===== src/hkm_pkg.sv =====
/*
 * Constants for the housekeeping converter monitor: register addresses,
 * field positions, reset values, mode codes and timing counts.
 * Assumes an 8-bit special-function-register port from the processor core.
 */
package hkm_pkg;
  localparam logic [7:0] ADDR_TEMP_RESULT = 8'hD7;
  localparam logic [7:0] ADDR_MEAS_START = 8'hD8;
  localparam logic [7:0] ADDR_BATT_RESULT = 8'hDF;
  localparam logic [7:0] ADDR_PWR_IRQ_EN = 8'hEC;
  localparam logic [7:0] ADDR_EXT_RESULT = 8'hEF;
  localparam logic [7:0] ADDR_DELTA_CFG = 8'hF3;
  localparam logic [7:0] ADDR_PWR_IRQ_FLAGS = 8'hF8;
  localparam logic [7:0] ADDR_STROBE_PERIOD = 8'hF9;
  localparam logic [7:0] ADDR_BATT_THRESH = 8'hFA;
  // Start bits in measurement_start
  localparam int START_BATT_BIT = 0;
  localparam int START_TEMP_BIT = 1;
  localparam int START_EXT_BIT = 2;
  // Delta fields in change_delta_config
  localparam int DELTA_TEMP_LSB = 0;
  localparam int DELTA_EXT_LSB = 3;
  // Interval fields in background_strobe_period
  localparam int PER_TEMP_LSB = 0;
  localparam int PER_BATT_LSB = 2;
  localparam int PER_EXT_LSB = 4;
  // Flag and enable bit positions in the power interrupt registers
  localparam int FLAG_BATT_BIT = 0;
  localparam int FLAG_EXT_BIT = 1;
  localparam logic [7:0] REG_RESET = 8'h00;
  localparam logic [2:0] DELTA_OFF = 3'h0;
  localparam logic [2:0] DELTA_EVERY = 3'h7;
  localparam logic [1:0] PERIOD_OFF = 2'h0;
  // Timing
  localparam int CLK_HZ = 50_000_000;
  localparam int BASE_TICK_US = 1000;
  localparam int BASE_TICK_CYCLES = (CLK_HZ / 1_000_000) * BASE_TICK_US;
  typedef enum logic [1:0] {
    HKM_FULL_POWER_MODE = 2'h0,
    HKM_BATTERY_ACTIVE_MODE = 2'h1,
    HKM_SLEEP_MODE = 2'h2
  } hkm_mode_t;
  typedef enum logic [1:0] {
    HKM_CH_BATT = 2'h0,
    HKM_CH_TEMP = 2'h1,
    HKM_CH_EXT = 2'h2
  } hkm_chan_t;
  typedef enum logic [1:0] {
    HKM_IDLE = 2'b00,
    HKM_CONVERT = 2'b01,
    HKM_DONE = 2'b11
  } hkm_state_t;
endpackage


===== src/hkm_monitor.sv =====
/*
 * Housekeeping converter control: one-shot and background conversions of
 * temperature, battery and external DC input, change and threshold checks,
 * result registers and power-management flags.
 * Assumes one shared analog converter reached by a request/channel port that
 * answers with a one-cycle done pulse and a code; register port is the
 * core's synchronous SFR read/write strobes.
 */
`timescale 1ns/1ps
module hkm_monitor #(
  parameter int TICK_CYCLES = hkm_pkg::BASE_TICK_CYCLES
) (
  // Clock and reset
  input wire logic i_mclk,
  input wire logic i_rstn,
  // Register port
  input wire logic [7:0] i_reg_addr,
  input wire logic i_reg_wr,
  input wire logic i_reg_rd,
  input wire logic [7:0] i_reg_wdata,
  output logic [7:0] o_reg_rdata,
  // Power mode
  input wire logic [1:0] i_power_mode,
  // Converter port
  output logic o_conv_req,
  output logic [1:0] o_conv_chan,
  input wire logic i_conv_done,
  input wire logic [7:0] i_conv_code,
  // Interrupts
  output logic o_adc_irq,
  output logic o_power_management_irq
);
  import hkm_pkg::*;

  logic [7:0] temp_result_q, batt_result_q, ext_result_q;
  logic [7:0] temp_last_q, ext_last_q;
  logic [7:0] irq_en_q, delta_cfg_q, strobe_q, thresh_q;
  logic [2:0] start_q;
  logic low_battery_flag_q, ext_change_flag_q;
  logic [2:0] bg_pend_q;
  logic [2:0] tick_div_q;
  logic [31:0] tick_cnt_q;
  logic tick_q;
  hkm_state_t state_q;
  hkm_chan_t chan_q;
  logic chan_oneshot_q;
  logic [7:0] code_q;

  function automatic logic [7:0] abs_diff(input logic [7:0] a, input logic [7:0] b);
    abs_diff = (a > b) ? a - b : b - a;
  endfunction

  // 000 never, 111 always, else strictly greater than the code
  function automatic logic delta_hit(input logic [2:0] d, input logic [7:0] diff);
    if (d == DELTA_OFF) delta_hit = 1'b0;
    else if (d == DELTA_EVERY) delta_hit = 1'b1;
    else delta_hit = diff > {5'h00, d};
  endfunction

  // Interval codes 1..3 pick one of three tick taps; 0 is off
  function automatic logic period_hit(input logic [1:0] p, input logic [2:0] div, input logic tk);
    period_hit = tk && (p != PERIOD_OFF) && (div[p - 2'd1] == 1'b0);
  endfunction

  function automatic logic [1:0] pick(input logic [2:0] w);
    if (w[0]) pick = 2'd0;
    else if (w[1]) pick = 2'd1;
    else pick = 2'd2;
  endfunction

  // Interval field of one channel; field order in the register differs from channel order
  function automatic logic [1:0] interval_of(input logic [7:0] s, input int ch);
    if (ch == HKM_CH_BATT) interval_of = s[PER_BATT_LSB +: 2];
    else if (ch == HKM_CH_TEMP) interval_of = s[PER_TEMP_LSB +: 2];
    else interval_of = s[PER_EXT_LSB +: 2];
  endfunction

  wire wr_start = i_reg_wr && (i_reg_addr == ADDR_MEAS_START);
  wire wr_flags = i_reg_wr && (i_reg_addr == ADDR_PWR_IRQ_FLAGS);
  wire sleeping = (i_power_mode == HKM_SLEEP_MODE);
  wire full_power = (i_power_mode == HKM_FULL_POWER_MODE);
  // mode gating for one-shot and background
  wire [2:0] oneshot_ok = sleeping ? 3'b000 : start_q;
  wire [2:0] bg_ok = {~(full_power || sleeping) ? 1'b0 : bg_pend_q[HKM_CH_EXT],
                      ~(full_power || sleeping) ? 1'b0 : bg_pend_q[HKM_CH_TEMP],
                      full_power ? bg_pend_q[HKM_CH_BATT] : 1'b0};
  wire [2:0] want = oneshot_ok | bg_ok;
  wire done = (state_q == HKM_CONVERT) && i_conv_done;

  // Register writes
  always_ff @(posedge i_mclk or negedge i_rstn) begin
    if (!i_rstn) begin
      irq_en_q <= REG_RESET;
      delta_cfg_q <= REG_RESET;
      strobe_q <= REG_RESET; // background off after reset
      thresh_q <= REG_RESET;
    end else if (i_reg_wr) begin
      unique case (i_reg_addr)
        ADDR_PWR_IRQ_EN: irq_en_q <= i_reg_wdata;
        ADDR_DELTA_CFG: delta_cfg_q <= i_reg_wdata;
        ADDR_STROBE_PERIOD: strobe_q <= i_reg_wdata;
        ADDR_BATT_THRESH: thresh_q <= i_reg_wdata;
        default: ;
      endcase
    end
  end

  // Start bits: set by software, cleared when the converter takes the request
  always_ff @(posedge i_mclk or negedge i_rstn) begin
    if (!i_rstn) begin
      start_q <= 3'h0;
    end else begin
      for (int i = 0; i < 3; i++) begin
        if (wr_start && i_reg_wdata[i]) begin
          start_q[i] <= 1'b1;
        end else if (state_q == HKM_IDLE && |want && pick(want) == 2'(i) && start_q[i] && !sleeping) begin
          start_q[i] <= 1'b0;
        end
      end
    end
  end

  // Background tick divider
  always_ff @(posedge i_mclk or negedge i_rstn) begin
    if (!i_rstn) begin
      tick_cnt_q <= '0;
      tick_q <= 1'b0;
      tick_div_q <= 3'h0;
    end else begin
      tick_q <= 1'b0;
      if (tick_cnt_q == 32'(TICK_CYCLES - 1)) begin
        tick_cnt_q <= '0;
        tick_q <= 1'b1;
        tick_div_q <= tick_div_q + 3'h1;
      end else begin
        tick_cnt_q <= tick_cnt_q + 32'h1;
      end
    end
  end

  // Background requests stay pending until served or until their interval is set to off
  always_ff @(posedge i_mclk or negedge i_rstn) begin
    if (!i_rstn) begin
      bg_pend_q <= 3'h0;
    end else begin
      for (int i = 0; i < 3; i++) begin
        if (interval_of(strobe_q, i) == PERIOD_OFF) begin
          bg_pend_q[i] <= 1'b0;
        end else if (period_hit(interval_of(strobe_q, i), tick_div_q, tick_q)) begin
          bg_pend_q[i] <= 1'b1;
        end else if (state_q == HKM_IDLE && |want && pick(want) == 2'(i) && !oneshot_ok[i]) begin
          bg_pend_q[i] <= 1'b0;
        end
      end
    end
  end

  // Conversion sequencer
  always_ff @(posedge i_mclk or negedge i_rstn) begin
    if (!i_rstn) begin
      state_q <= HKM_IDLE;
      chan_q <= HKM_CH_BATT;
      chan_oneshot_q <= 1'b0;
      o_conv_req <= 1'b0;
      o_conv_chan <= 2'h0;
      code_q <= 8'h00;
    end else begin
      unique case (state_q)
        HKM_IDLE: begin
          if (|want) begin
            chan_q <= hkm_chan_t'(pick(want));
            chan_oneshot_q <= oneshot_ok[pick(want)];
            o_conv_req <= 1'b1;
            o_conv_chan <= pick(want);
            state_q <= HKM_CONVERT;
          end
        end
        HKM_CONVERT: begin
          o_conv_req <= 1'b0;
          if (done) begin
            code_q <= i_conv_code;
            state_q <= HKM_DONE;
          end
        end
        HKM_DONE: state_q <= HKM_IDLE;
        default: state_q <= HKM_IDLE;
      endcase
    end
  end

  // Result evaluation in the DONE cycle
  wire [2:0] td = delta_cfg_q[DELTA_TEMP_LSB +: 3];
  wire [2:0] ed = delta_cfg_q[DELTA_EXT_LSB +: 3];
  wire in_done = (state_q == HKM_DONE);
  wire temp_event = in_done && chan_q == HKM_CH_TEMP &&
                    (chan_oneshot_q || delta_hit(td, abs_diff(code_q, temp_last_q)));
  wire ext_event = in_done && chan_q == HKM_CH_EXT &&
                   (chan_oneshot_q || delta_hit(ed, abs_diff(code_q, ext_last_q)));
  wire batt_event = in_done && chan_q == HKM_CH_BATT &&
                    (chan_oneshot_q || code_q < thresh_q);
  wire ext_flag_event = ext_event && !chan_oneshot_q;

  // Result and reference registers
  always_ff @(posedge i_mclk or negedge i_rstn) begin
    if (!i_rstn) begin
      temp_result_q <= REG_RESET;
      batt_result_q <= REG_RESET;
      ext_result_q <= REG_RESET;
      temp_last_q <= REG_RESET;
      ext_last_q <= REG_RESET;
    end else begin
      if (temp_event) begin
        temp_result_q <= code_q;
        temp_last_q <= code_q;
      end
      if (batt_event) begin
        batt_result_q <= code_q;
      end
      if (ext_event) begin
        ext_result_q <= code_q;
        ext_last_q <= code_q;
      end
    end
  end

  // Power flags: hardware set wins over software clear
  always_ff @(posedge i_mclk or negedge i_rstn) begin
    if (!i_rstn) begin
      low_battery_flag_q <= 1'b0;
      ext_change_flag_q <= 1'b0;
    end else begin
      if (batt_event) low_battery_flag_q <= 1'b1;
      else if (wr_flags && !i_reg_wdata[FLAG_BATT_BIT]) low_battery_flag_q <= 1'b0;
      if (ext_flag_event) ext_change_flag_q <= 1'b1;
      else if (wr_flags && !i_reg_wdata[FLAG_EXT_BIT]) ext_change_flag_q <= 1'b0;
    end
  end

  // Interrupt outputs
  always_ff @(posedge i_mclk or negedge i_rstn) begin
    if (!i_rstn) begin
      o_adc_irq <= 1'b0;
      o_power_management_irq <= 1'b0;
    end else begin
      o_adc_irq <= temp_event || ext_event;
      o_power_management_irq <=
        (low_battery_flag_q && irq_en_q[FLAG_BATT_BIT]) ||
        (ext_change_flag_q && irq_en_q[FLAG_EXT_BIT]);
    end
  end

  // Read data, registered; unmapped addresses read zero
  always_ff @(posedge i_mclk or negedge i_rstn) begin
    if (!i_rstn) begin
      o_reg_rdata <= 8'h00;
    end else if (i_reg_rd) begin
      unique case (i_reg_addr)
        ADDR_TEMP_RESULT: o_reg_rdata <= temp_result_q;
        ADDR_MEAS_START: o_reg_rdata <= {5'h00, start_q};
        ADDR_BATT_RESULT: o_reg_rdata <= batt_result_q;
        ADDR_PWR_IRQ_EN: o_reg_rdata <= irq_en_q;
        ADDR_EXT_RESULT: o_reg_rdata <= ext_result_q;
        ADDR_DELTA_CFG: o_reg_rdata <= delta_cfg_q;
        ADDR_PWR_IRQ_FLAGS: o_reg_rdata <= {6'h00, ext_change_flag_q, low_battery_flag_q};
        ADDR_STROBE_PERIOD: o_reg_rdata <= strobe_q;
        ADDR_BATT_THRESH: o_reg_rdata <= thresh_q;
        default: o_reg_rdata <= 8'h00;
      endcase
    end
  end

  // Checks: temperature and external results move only on their own events, the battery result only with its flag set
  a_temp_result_upd: assert property (@(posedge i_mclk) disable iff (!i_rstn)
    $changed(temp_result_q) |-> $past(temp_event))
    else $error("temperature result changed without interrupt");
  a_temp_irq_follow: assert property (@(posedge i_mclk) disable iff (!i_rstn)
    temp_event |=> o_adc_irq && temp_result_q == $past(code_q))
    else $error("temp interrupt missing");
  a_temp_last_ref: assert property (@(posedge i_mclk) disable iff (!i_rstn)
    temp_event |=> temp_last_q == $past(code_q))
    else $error("temperature reference not updated");
  a_ext_result_upd: assert property (@(posedge i_mclk) disable iff (!i_rstn)
    $changed(ext_result_q) |-> $past(ext_event))
    else $error("external result changed without interrupt");
  a_ext_irq_follow: assert property (@(posedge i_mclk) disable iff (!i_rstn)
    ext_event |=> o_adc_irq && ext_result_q == $past(code_q))
    else $error("external interrupt missing");
  a_adc_irq_pulse: assert property (@(posedge i_mclk) disable iff (!i_rstn)
    o_adc_irq |=> !o_adc_irq)
    else $error("converter interrupt longer than one cycle");
  a_batt_result_upd: assert property (@(posedge i_mclk) disable iff (!i_rstn)
    $changed(batt_result_q) |-> low_battery_flag_q)
    else $error("battery result changed without flag");

  // Flags are set only by hardware events
  a_batt_thresh_flag: assert property (@(posedge i_mclk) disable iff (!i_rstn)
    in_done && chan_q == HKM_CH_BATT && code_q < thresh_q |=> low_battery_flag_q)
    else $error("low battery not flagged");
  a_batt_flag_source: assert property (@(posedge i_mclk) disable iff (!i_rstn)
    $rose(low_battery_flag_q) |-> $past(batt_event))
    else $error("low battery flag set without battery result");
  a_ext_flag_source: assert property (@(posedge i_mclk) disable iff (!i_rstn)
    $rose(ext_change_flag_q) |-> $past(ext_flag_event))
    else $error("external flag set without background change");

  // Power-management interrupt trails the enabled flags by one cycle
  a_pm_irq_gate: assert property (@(posedge i_mclk) disable iff (!i_rstn)
    o_power_management_irq |-> $past(low_battery_flag_q && irq_en_q[0] || ext_change_flag_q && irq_en_q[1]))
    else $error("power interrupt without enabled flag");
  a_pm_batt_follow: assert property (@(posedge i_mclk) disable iff (!i_rstn)
    low_battery_flag_q && irq_en_q[FLAG_BATT_BIT] |=> o_power_management_irq)
    else $error("enabled low battery flag without interrupt");
  a_pm_ext_follow: assert property (@(posedge i_mclk) disable iff (!i_rstn)
    ext_change_flag_q && irq_en_q[FLAG_EXT_BIT] |=> o_power_management_irq)
    else $error("enabled external flag without interrupt");

  // Mode gating and the request sequence
  a_sleep_no_batt: assert property (@(posedge i_mclk) disable iff (!i_rstn)
    o_conv_req && o_conv_chan == HKM_CH_BATT |-> $past(!sleeping))
    else $error("battery conversion in sleep");
  a_bg_batt_full: assert property (@(posedge i_mclk) disable iff (!i_rstn)
    o_conv_req && o_conv_chan == HKM_CH_BATT && !chan_oneshot_q |-> $past(full_power))
    else $error("background battery conversion outside full power");
  a_oneshot_awake: assert property (@(posedge i_mclk) disable iff (!i_rstn)
    o_conv_req && chan_oneshot_q |-> $past(!sleeping))
    else $error("one-shot conversion in sleep");
  a_bg_mode_gate: assert property (@(posedge i_mclk) disable iff (!i_rstn)
    o_conv_req && !chan_oneshot_q |-> $past(full_power || sleeping))
    else $error("background conversion in battery-active mode");
  a_req_single: assert property (@(posedge i_mclk) disable iff (!i_rstn)
    o_conv_req |=> !o_conv_req)
    else $error("request longer than one cycle");
  a_start_selfclear: assert property (@(posedge i_mclk) disable iff (!i_rstn)
    $rose(o_conv_req) && chan_oneshot_q |-> !start_q[o_conv_chan] || $past(wr_start))
    else $error("start bit not cleared");
  a_bg_off_idle: assert property (@(posedge i_mclk) disable iff (!i_rstn)
    strobe_q == 8'h00 |=> bg_pend_q == 3'h0)
    else $error("background pending while disabled");

  // Delta decoding at the end points
  a_delta_off_quiet: assert property (@(posedge i_mclk) disable iff (!i_rstn)
    in_done && chan_q == HKM_CH_EXT && !chan_oneshot_q && ed == DELTA_OFF |=> !ext_change_flag_q || $past(ext_change_flag_q))
    else $error("external flag set with delta off");
  a_delta_every_temp: assert property (@(posedge i_mclk) disable iff (!i_rstn)
    in_done && chan_q == HKM_CH_TEMP && td == DELTA_EVERY |-> temp_event)
    else $error("temperature delta 111 did not interrupt");
  a_temp_delta_off: assert property (@(posedge i_mclk) disable iff (!i_rstn)
    in_done && chan_q == HKM_CH_TEMP && !chan_oneshot_q && td == DELTA_OFF |-> !temp_event)
    else $error("temperature interrupt with delta off");

  // Main scenarios
  c_temp_oneshot: cover property (@(posedge i_mclk) temp_event && chan_oneshot_q);
  c_batt_low_bg: cover property (@(posedge i_mclk) batt_event && !chan_oneshot_q);
  c_ext_change: cover property (@(posedge i_mclk) ext_flag_event);
  c_pm_irq: cover property (@(posedge i_mclk) $rose(o_power_management_irq));
  c_bg_in_sleep: cover property (@(posedge i_mclk) o_conv_req && !chan_oneshot_q && sleeping);
endmodule


===== config.mk =====
export PLATFORM = sky130hd
export DESIGN_NAME = hkm_monitor
export DESIGN_NICKNAME = d
export VERILOG_FILES = /design/src/hkm_pkg.sv /design/src/hkm_monitor.sv
export SDC_FILE = /design/constraint.sdc
export NUM_CORES = 1
export LEC_CHECK = 0
export ABC_AREA = 1
export BUFFER_PORTS_ARGS = -buffer_cell sky130_fd_sc_hd__buf_4
export CAP_MARGIN = 20
export CORE_AREA = 2 2 130 132
export CTS_CLUSTER_DIAMETER = 50
export CTS_CLUSTER_SIZE = 8
export DETAILED_ROUTE_END_ITERATION = 12
export DIE_AREA = 0 0 132 134
export GPL_TIMING_DRIVEN = 0
export PLACE_DENSITY = 0.67
export SYNTH_ARGS = -nofsm -noshare
export SYNTH_HDL_FRONTEND = slang
export SYNTH_SLANG_ARGS = --single-unit

===== constraint.sdc =====
create_clock -name i_mclk -period 3 [get_ports i_mclk]
set_clock_uncertainty 0.15 [all_clocks]
set_input_delay 0.45 -clock i_mclk [delete_from_list [all_inputs] [get_ports i_mclk]]
set_output_delay 0.45 -clock i_mclk [all_outputs]
set_load 0.01 [all_outputs]

== After elaboration in Yosys (flattened, before gate mapping) ==
Index checks and enable logic that the tools add are counted.
Storage, ports and cells
  input port bits: 31
  register bits: 124
  logic and storage cells: 215
  output and inout port bits: 13
Cells by class
  bitwise gates (word level): 4
  add/sub/neg operators: 9
  reduce and logical (&&, ||, !) cells: 83
  equality and inequality tests: 23
  $lt $le $gt $ge: 9
  muxes and demuxes: 61
Operators by type and width (count)
  8-bit equality test (second input constant): 9
  8-bit case mux with 9 select lines: 1
  1-bit logical AND: 39
  2-bit two-way mux: 18
  32-bit by 1-bit adder with 32-bit output (second input constant): 1
  32-bit by 16-bit equality test with 1-bit output (second input constant): 1
  1-bit two-way mux: 32
  32-bit two-way mux: 1
  8-bit subtractor: 4
  2-bit nonzero test: 9
  8-bit by 3-bit > comparator with 1-bit output: 2
  8-bit > comparator: 2
  2-bit logical NOT: 8
  8-bit two-way mux: 2
  2-bit AND reduction: 8
  2-bit by 3-bit less-than comparator with 1-bit output (second input constant): 4
  2-bit equality test (second input constant): 5
  3-bit nonzero test: 3
  1-bit binary-select mux with 2-bit select: 4
  2-bit by 1-bit equality test with 1-bit output (second input constant): 4
  8-bit less-than comparator: 1
  1-bit logical NOT: 7
  3-bit equality test (second input constant): 2
  3-bit logical NOT: 2
  other kinds (11): 20

== Longest topological paths before layout ==
Gate-level depths: netlist of the first run.
  depth after elaboration: 15
  gate-level depth with buffers: 26
  mapped depth without buffers: 26

== Worst setup path before layout of the first run ==
OpenSTA, ideal clock, no wires.
  kind: reg2reg
  start point: register code_q[0]
  end point: register o_adc_irq
  required time: 2730 ps
  period minus slack after synthesis: 3093 ps
  setup slack: -93 ps
  path buffers: 0
  library setup time: 120 ps
  stages on the path, launching flop included: 26
  arrival: 2823 ps
  cells stage by stage: dfrtp_1 inv_1 ha_1 inv_1 fa_1 nand3_1 nand3_1 nand2_1 nand2_2 nand2_4 inv_4 nand2_1 nand2_1 xnor2_1 inv_1 ha_1 inv_1 o21bai_1 a21oi_1 nand3_1 nor2_1 nand2_1 nand2_2 nand2_4 nand2_4 nand2_1
On the way
  longest elaborated chain between the ends: 8
  elaborated cells on any way between the ends: 19
  those cells by class: add/sub: 4; order compare: 4; mux: 6; reduce/logical: 5
Ends and longest elaborated chain
  from (decl): line hkm_monitor.sv:47  | logic [7:0] code_q;
  from (signal assigned): line hkm_monitor.sv:181  | code_q <= i_conv_code;
  8-bit subtractor / 8-bit > comparator (equally long branches): line hkm_monitor.sv:50  | abs_diff = (a > b) ? a - b : b - a;
  8-bit two-way mux: line hkm_monitor.sv:50
  8-bit by 3-bit > comparator with 1-bit output: line hkm_monitor.sv:57  | else delta_hit = diff > {5'h00, d};
  1-bit two-way mux: line hkm_monitor.sv:56  | else if (d == DELTA_EVERY) delta_hit = 1'b1;
  1-bit two-way mux: line hkm_monitor.sv:55  | if (d == DELTA_OFF) delta_hit = 1'b0;
  1-bit logical OR, on equally long branches: line hkm_monitor.sv:196, hkm_monitor.sv:198
  1-bit logical AND, on equally long branches: line hkm_monitor.sv:195, hkm_monitor.sv:197
  1-bit logical OR (*): line hkm_monitor.sv:245  | o_adc_irq <= temp_event || ext_event;
  to (signal assigned): line hkm_monitor.sv:245
  to (decl): line hkm_monitor.sv:30  | output logic o_adc_irq,
Every way passes the cells marked *; elsewhere a longest branch is shown, timed or not.
A chain may end at the register's enable or synchronous reset.

== Final worst setup path of the first run ==
  start point: register code_q[0]
  end point: register ext_last_q[1]
On the way
  longest elaborated chain between the ends: 7
  elaborated cells on any way between the ends: 9
  those cells by class: add/sub: 2; order compare: 2; mux: 3; reduce/logical: 2
Ends and longest elaborated chain
  8-bit subtractor / 8-bit > comparator (equally long branches): line hkm_monitor.sv:50
  8-bit two-way mux (*): line hkm_monitor.sv:50
  8-bit by 3-bit > comparator with 1-bit output (*): line hkm_monitor.sv:57
  1-bit two-way mux (*): line hkm_monitor.sv:56
  1-bit two-way mux (*): line hkm_monitor.sv:55
  1-bit logical OR (*): line hkm_monitor.sv:198  | (chan_oneshot_q || delta_hit(ed, abs_diff(code_q, ext_last_q)));
  1-bit logical AND (*): line hkm_monitor.sv:197  | wire ext_event = in_done && chan_q == HKM_CH_EXT &&
  to (signal assigned): line hkm_monitor.sv:221  | ext_last_q <= code_q;
  to (decl): line hkm_monitor.sv:36  | logic [7:0] temp_last_q, ext_last_q;
Marked as above.

==> results of run 1 <==
==> layout by cell type, fill, tap and decap left out, drive strengths merged, types with 3 or more instances in the layout <==
cell,Yosys,routed
nor2,59,59
nand3,63,63
or2,5,5
nor3,17,17
ha,48,48
clkbuf,3,28
o211ai,8,8
a21oi,43,43
nand4,11,11
clkinv,2,7
a31oi,6,6
buf,7,90
nand3b,5,5
xnor2,9,9
fa,4,4
inv,158,158
dfrtp,124,124
nand2,257,260
o22ai,14,14
a21o,5,5
mux2,8,8
xor2,26,26
o31ai,3,3
o21ai,72,72
nor4,6,6
==> timing repair <==
item,CTS,global route
hold buffers,1,0
resized for setup,48,29
setup buffers,30,7
hold endpoints to repair,38,0
pin swaps,19,30
cloned,3,0
endpoints found under the setup margin,18,18
==> per-stage QoR <==
stage	power [mW]	util	instance area [µm²]	hold slack, ps	TNS (ps)
floorplan	5.37	-	7740	4.41	-1.33
global placement	6.42	0.512	8340	302	-10120
detailed placement	6.52	0.515	8380	233	-11260
CTS	9.50	0.579	9430	80.5	-4790
global route	10.8	0.590	9610	95.0	-7720
finish	10.1	0.590	9610	86.4	-4870
==> metal layers <==
metal / vias to the layer above / GRT usage / wire (µm)
met5: - / 0 / 0
met4: 0 / 0.109 / 802
met3: 67 / 0.0563 / 1220
met2: 235 / 0.408 / 10000
met1: 3274 / 0.318 / 9140
li1: 3415 / - / -
==> state kept, by name (all words and copies together), names as in the netlist <==
name / cells
o_conv_req: 1
start_q: 3
ext_last_q: 8
code_q: 8
low_battery_flag_q: 1
irq_en_q: 8
o_reg_rdata: 8
tick_div_q: 3
delta_cfg_q: 8
state_q: 2
strobe_q: 8
o_adc_irq: 1
chan_oneshot_q: 1
tick_q: 1
tick_cnt_q: 32
o_power_management_irq: 1
chan_q: 2
temp_last_q: 8
thresh_q: 8
batt_result_q: 8
bg_pend_q: 3
ext_change_flag_q: 1
==> cell type report <==
class	count	area, µm²
sequential	124	3110
tap	220	275
clock inverter	7	62.6
timing repair buffer	85	692
multi-input combinational	687	4300
clock buffer	24	502
fill	1449	6680
inverter	160	611
buffer	10	53.8
==> how the worst max path moves through the flow <==
stage / cells past startpoint / start / slack, ps / to
2_1_floorplan: 25 / code_q[0]$_DFFE_PN0P_ / -1 / o_adc_irq$_DFF_PN0_
3_3_place_gp: 25 / code_q[0]$_DFFE_PN0P_ / -570 / o_adc_irq$_DFF_PN0_
3_5_place_dp: 23 / code_q[0]$_DFFE_PN0P_ / -660 / ext_last_q[5]$_DFFE_PN0P_
4_1_cts: 26 / code_q[0]$_DFFE_PN0P_ / -300 / temp_last_q[6]$_DFFE_PN0P_
5_1_grt: 26 / code_q[0]$_DFFE_PN0P_ / -490 / temp_last_q[4]$_DFFE_PN0P_
6_report: 26 / code_q[0]$_DFFE_PN0P_ / -320 / ext_last_q[1]$_DFFE_PN0P_
==> cells by family (layout without fill, tap and decap cells) <==
kind of cell	after synthesis	after routing	share of synthesized area
and+or+nand+nor	425	428	0.253
buffers and inverters	170	286	0.0850
AOI/OAI and AO/OA	164	164	0.122
DFF	124	124	0.401
adders and majority gates	52	52	0.0880
xor gates and xnor gates	35	35	0.0396
muxes	8	8	0.0117
==> worst max-delay path, stage by stage, from the launching register on <==
cell and delay, ps:
dfrtp_2 420, inv_4 90, buf_12 100, ha_4 120, inv_2 30, fa_2 350, inv_2 80, o21ai_2 60
nand2_1 70, nand2_1 50, nand2_2 100, buf_6 120, inv_4 30, nand2_2 50, nand2_2 80, ha_4 260
inv_2 60, nor2_2 40, o21ai_2 140, a32oi_2 70, a31oi_1 150, nand2_1 80, nand2_2 110, nand2_8 100
buf_6 160, nand3_1 60, nand2_1 50
==> where the power goes <==
| part | internal (mW) | total, mW | switching [mW] |
|---|---|---|---|
| clock | 1.24 | 1.97 | 0.734 |
| combinational | 2.51 | 5.79 | 3.29 |
| sequential | 1.97 | 2.31 | 0.343 |
==> cells in the mapped netlist, drive strengths merged, types with 2 or more instances <==
library cell	number
dfrtp	124
a31oi	6
o31ai	3
nor4	6
o221ai	2
ha	48
inv	158
o21ai	72
a221oi	2
clkinv	2
mux2	8
nand2	257
a21oi	43
nor3	17
nor2	59
nand3	63
xnor2	9
o22ai	14
o211ai	8
or2	5
o21bai	2
nand3b	5
a21boi	2
xor2	26
clkbuf	3
fa	4
buf	7
nand4	11
a21o	5
==> impl_results.md, run 1 <==
- Ys async rst share: 1.00
- Final Hold Fails: 0
- Startpoint types: flip-flop
- Max Slew Vio Count: 0
- Antenna violations before repair: 0
- Hold path start: i_conv_code[2]
- Core area: about 0.016 mm²
- WL per Instance: between 15 and 20 µm
- Sequential area share after synthesis: 0.401
- N_diodes: 0
- Worst-path maximum fanout: 6
- Worst setup margin: -316 ps
- Share of layout cells above drive strength 1: 0.217
- Syn avg cell area: between 7 and 8 µm²
- Outcome: finished, violations left
- Total CTS buffers: 17
- Static leakage: between 4 and 5 nW
- Placed insts: 1243
- FP Rows: between 40 and 50
- # IOs: 44
- EDFF count, synth: 0
- RR Startpoint: code_q[0]$_DFFE_PN0P_
- Vias in the first global route: ~6800
- Max_cap viols: 0
- WP data required: approximately 3200 ps
- DPL Wire Length: about 15000 µm
- Synth Register Bits: 124
- Synth top area share: 0.401
- Initial DRC Count: between 600 and 700
- Synth unique cells: 52
- CP arrival: between 3000 and 4000 ps
- Failing checks: setup timing
- Global-route wire length before repair: approximately 35000 µm
- Clock buffer depth: 2
- F_max: roughly 0.30 GHz
- Pre-CTS setup slack: -658 ps
- Total track usage: 0.249
- DRC: 0
- Number of port buffers: between 40 and 50
- VDD IR-drop max: between 0.5 and 0.6 mV
- RePlAce Congestion: 0.914
- Minimum clock period: 3320 ps
- Finish-stage setup viols: 18
- Slew at the pin with the worst max-slew slack: a little under 700 ps
- R2r endpoint: ext_last_q[1]$_DFFE_PN0P_
- Vias per cell: about 5.3
- Final antenna-violating net count: 0
- Post-Route WL: 21200 µm
- Top_reg_cell synth: dfrtp_1
- Die Y: 134 µm
- Die ar.: between 0.015 and 0.02 mm²
- Fin cells: around 1300
- Fin crit share: 1.11
- Synth Warn #: 0
- Cell type with the largest total area after synthesis: dfrtp_1
- Crit Path Class: reg -> reg
- Largest net degree at the start of global routing: 87
- Synth top area cells: dfrtp_1, nand2_1, ha_1
- Area Growth Syn to Fin: 24.3%
- Remaining Overflow, GRT: 0
- Netlist Area Pre-Place: 0.00773 mm²
- Mapped Nets: around 1100
- Initial Util: 0.475
- Slack of the worst reg-to-reg path: -320 ps
- Net count, final: approximately 1200
- Die extent in x: 132 µm
- Hold path cells: 3
- Root buffer cell: clkbuf_16
- Vias post-DR: 6991
- Hold EP: code_q[2]$_DFFE_PN0P_
- Clock-pin slew on the worst setup and hold paths: 60 ps
- Power per Cell Area: 1050 mW/mm²
- CP endpoint kind: flip-flop
- DRT Pass-1 Iters: 5
- CTS sink count: between 100 and 150
- Clk_lat worst skew: between 400 and 500 ps
- TritonCTS clock tree: yes
- Worst slew margin: 0.540
- RSZ-0062 raised after global routing: true
- Hold crit path type: in -> reg
- Post-Syn Instances: roughly 1000
- Reg2Reg Depth: 26
- Max H-tree Level: 4
(Power assumes the default switching activity.)
==> run 2, diff against run 1 <==
ABC_AREA = default   (was 1)
CORE_AREA = 2 2 127 129   (was 2 2 130 132)
DIE_AREA = 0 0 129 131   (was 0 0 132 134)
TNS_END_PERCENT = 5   (was default)
==> impl_results.md, run 2 <==
- Vias per cell: 5.71 (was 5.31)
- Synth top area cells: dfrtp_1, ha_1, mux2_2 (was dfrtp_1, nand2_1, ha_1)
- Count leader, synth: dfrtp_1 (was nand2_1)
- Max_cap viols: 0 (unchanged)
- Power per Cell Area: 912 mW/mm² (was 1050 mW/mm²)
- Minimum clock period: 3860 ps (was 3320 ps)
- Synth Register Bits: 124 (unchanged)
- CP arrival: 4050 ps (was 3480 ps)
- Ys async rst share: 1.00 (unchanged)
- Cell type with the largest total area after synthesis: dfrtp_1 (unchanged)
- Cell area after placement: 0.00805 mm² (was 0.00838 mm²)
- Core area: 0.0156 mm² (was 0.0163 mm²)
- RePlAce Congestion: 0.917 (was 0.914)
- Startpoint types: flip-flop (unchanged)
- WP data required: 3190 ps (was 3160 ps)
- Static leakage: 4.09 nW (was 4.90 nW)
- Share of layout cells above drive strength 1: 0.253 (was 0.217)
- XOR/XNOR Fraction of Synth Area: 0.0466 (was 0.0396)
- Clock-pin slew on the worst setup and hold paths: 60 ps (about the same)
- Vias in the first global route: 5909 (was 6816)
- Most instantiated cells after synthesis: dfrtp_1, inv_1, nand2_1, ha_1, mux2_2 (was nand2_1, inv_1, dfrtp_1, o21ai_0, nand3_1)
- Placed insts: 962 (was 1243)
- Post-Synth Adder-Cell Area: 0.0928 (was 0.0880)
- Failing checks: setup timing (unchanged)
- Filler Cell Count: 1279 (was 1449)
- Clk_lat worst skew: 430 ps (about the same)
- EDFF count, synth: 0 (unchanged)
- Post-Route WL: 18600 µm (was 21200 µm)
- Mux contribution to synthesized area: 0.114 (was 0.0117)
- Seq pwr share: 0.260 (was 0.230)
- Slew at the pin with the worst max-slew slack: 1100 ps (was 687 ps)
- Worst setup margin: -859 ps (was -316 ps)
- Fin cells: 1018 (was 1317)
- Net count, final: 872 (was 1168)
- Synth unique cells: 76 (was 52)
- VDD IR-drop max: 0.567 mV (was 0.583 mV)
- Mapped Nets: 785 (was 1061)
- TNS Setup: -12920 ps (was -4870 ps)
- Multi-input logic area: 0.00408 mm² (was 0.00430 mm²)
- RSZ-0062 raised after global routing: true (unchanged)
- Max Slew Vio Count: 0 (unchanged)
- DPL Wire Length: 13400 µm (was 15100 µm)
- Final Hold Fails: 0 (unchanged)
- CP endpoint kind: flip-flop (unchanged)
- Number of port buffers: 40 (was 43)
- Clock buffer depth: 2 (unchanged)
- Initial DRC Count: 459 (was 689)
- Max H-tree Level: 4 (unchanged)
- Hold crit path type: in -> reg (unchanged)
- Total CTS buffers: 17 (unchanged)
- Comb pwr share: 0.454 (was 0.575)
- Main combinational cell family by area after synthesis: compound AO/OA/AOI/OAI gates (was simple AND/OR/NAND/NOR gates)
- DRT Pass-1 Iters: 6 (was 5)
- Global-route wire length before repair: 29600 µm (was 34500 µm)
- Die extent in x: 129 µm (was 132 µm)
- Synth Area in Simple Gates: 0.136 (was 0.253)
- Sequential area share after synthesis: 0.423 (was 0.401)
- FP Rows: 46 (was 47)
- Clock group share of total power: 0.286 (was 0.195)
- Vias post-DR: 5809 (was 6991)
- Syn avg cell area: 10.4 µm² (was 7.91 µm²)
- Synth Warn #: 0 (unchanged)
- Pre-CTS setup slack: -1460 ps (was -658 ps)
- Remaining Overflow, GRT: 0 (unchanged)
- F_max: 0.259 GHz (was 0.302 GHz)
- Worst slew margin: 0.262 (was 0.540)
- Most frequent cells in the layout: dfrtp_1, buf_4, inv_1 (was nand2_1, inv_1, dfrtp_1)
- Top reg by flops: tick_cnt_q (unchanged)
- Layout Utilization: 0.578 (was 0.590)
- Synth Area in Compound Gates: 0.145 (was 0.122)
- NetSw: 2.98 mW (was 4.36 mW)
- WL per Instance: 18.2 µm (was 16.1 µm)
- Outcome: finished, violations left (unchanged)
- Commonest non-fill, non-tap cell in the layout: dfrtp_1 (was nand2_1)
- Finish-stage setup viols: 18 (unchanged)
- Final antenna-violating net count: 0 (unchanged)
- Initial Util: 0.470 (was 0.475)
- Die ar.: 0.0169 mm² (was 0.0177 mm²)
- Synth top area share: 0.423 (was 0.401)
- CTS sink count: 124 (unchanged)
- Net Sw Frac: 0.362 (was 0.433)
- Largest net degree at the start of global routing: 89 (was 87)
- Crit Path Class: reg -> reg (unchanged)
- Worst-path maximum fanout: 4 (was 6)
- Antenna violations before repair: 0 (unchanged)
- Area Growth Syn to Fin: 22.9% (was 24.3%)
- Seq. cell area: 0.00311 mm² (about the same)
- DRC: 0 (unchanged)
- Total track usage: 0.230 (was 0.249)
- Internal: 5.25 mW (was 5.71 mW)
- Netlist Area Pre-Place: 0.00733 mm² (was 0.00773 mm²)
- TritonCTS clock tree: yes (unchanged)
- Finished Cell Area: 0.00902 mm² (was 0.00961 mm²)
- Fin crit share: 1.29 (was 1.11)
- # IOs: 44 (unchanged)
- Root buffer cell: clkbuf_16 (unchanged)
- Post-Syn Instances: 702 (was 978)
- N_diodes: 0 (unchanged)
- Top_reg_cell synth: dfrtp_1 (unchanged)
- Max FFs per register: 32 (unchanged)
- Die Y: 131 µm (was 134 µm)
==> run 2: cell count changes after synthesis, moves of 10 or more <==
cell	change
a22oi_1	+13
a21oi_1	-14
a222oi_1	+10
inv_1	-90
mux2_2	+40
o21ai_0	-45
nand2_2	-11
nor2_1	-13
nand2_1	-184
mux2i_1	+23
nand3_1	-46
and3_1	+15
==> run 2: power by group through the flow <==
stage	Clock (mW)	Combinational, mW	Sequential (mW)
after floorplan	0	2.51	2.08
after global placement	0	3.08	2.18
after detailed placement	0	3.20	2.19
after CTS	2.37	3.57	2.13
after global routing	2.45	4.12	2.16
final	2.35	3.73	2.14
==> run 2: metrics by stage <==
stage	power [mW]	hold slack, ps
detailed placement	5.39	235
CTS	8.07	73.2
floorplan	4.59	4.41
global placement	5.26	313
global route	8.73	70.4
finish	8.23	73.7
==> run 2: kinds of logic (layout without fill, tap and decap cells) <==
logic type,count (synthesis),count (layout)
AND/OR/NAND/NOR,190,190
buffers and inverters,79,179
AO/OA/AOI/OAI,142,142
adder cells (fa/ha/maj),52,52
flip-flops,124,124
multiplexers,76,76
XOR/XNOR,39,39
==> run 2: path summary, 6_finish.rpt <==
| check | start | endpoint | slack [ps] | depth (start not counted) |
|---|---|---|---|---|
| max | code_q[0]$_DFFE_PN0P_ | ext_last_q[3]$_DFFE_PN0P_ | -860 | 18 |
| min | i_conv_code[1] | code_q[1]$_DFFE_PN0P_ | 70 | 3 |
| max reg2reg | code_q[0]$_DFFE_PN0P_ | ext_last_q[3]$_DFFE_PN0P_ | -860 | 18 |
| min reg2reg | tick_cnt_q[31]$_DFF_PN0_ | tick_cnt_q[31]$_DFF_PN0_ | 320 | 1 |
| max in group asynchronous | i_rstn | chan_q[0]$_DFFE_PN0P_ | 1570 | 3 |
| min in group asynchronous | i_rstn | code_q[5]$_DFFE_PN0P_ | 350 | 2 |
==> run 2: metal layers <==
metal	vias up	track usage	wire length, µm
met2	174	0.398	9340
met4	0	0.0799	389
met3	39	0.0607	983
met5	-	0	0
li1	2704	-	-
met1	2892	0.280	7860
==> run 2: repair_timing <==
item,4_1_cts,5_1_grt
gates resized for setup,27,7
hold endpoints to repair,36,0
hold buffers,1,0
endpoints found under the setup margin,26,25
pin swaps,12,5
cloned,0,0
buffers inserted,21,2
==> run 2: cell type report <==
type / instances / share of cell area
Clock inverter: 10 / 0.0235
Tap cell: 216 / 0.0300
Clock buffer: 22 / 0.0515
Sequential cell: 124 / 0.345
Inverter: 64 / 0.0269
Buffer: 15 / 0.00999
Multi-Input combinational cell: 499 / 0.452
Timing Repair Buffer: 68 / 0.0608
==> run 2: critical path, cell delays in order (launching register included) <==
cell	delay, ps
dfrtp_2	430
inv_4	80
ha_4	130
inv_2	40
fa_2	350
nand3_2	80
a21o_1	160
a21oi_4	80
mux2_4	330
ha_4	220
nor2b_1	120
o21ai_1	120
a32oi_1	110
a2111oi_2	260
a22o_2	290
nor2_4	60
o31ai_4	360
buf_6	180
mux2i_1	200
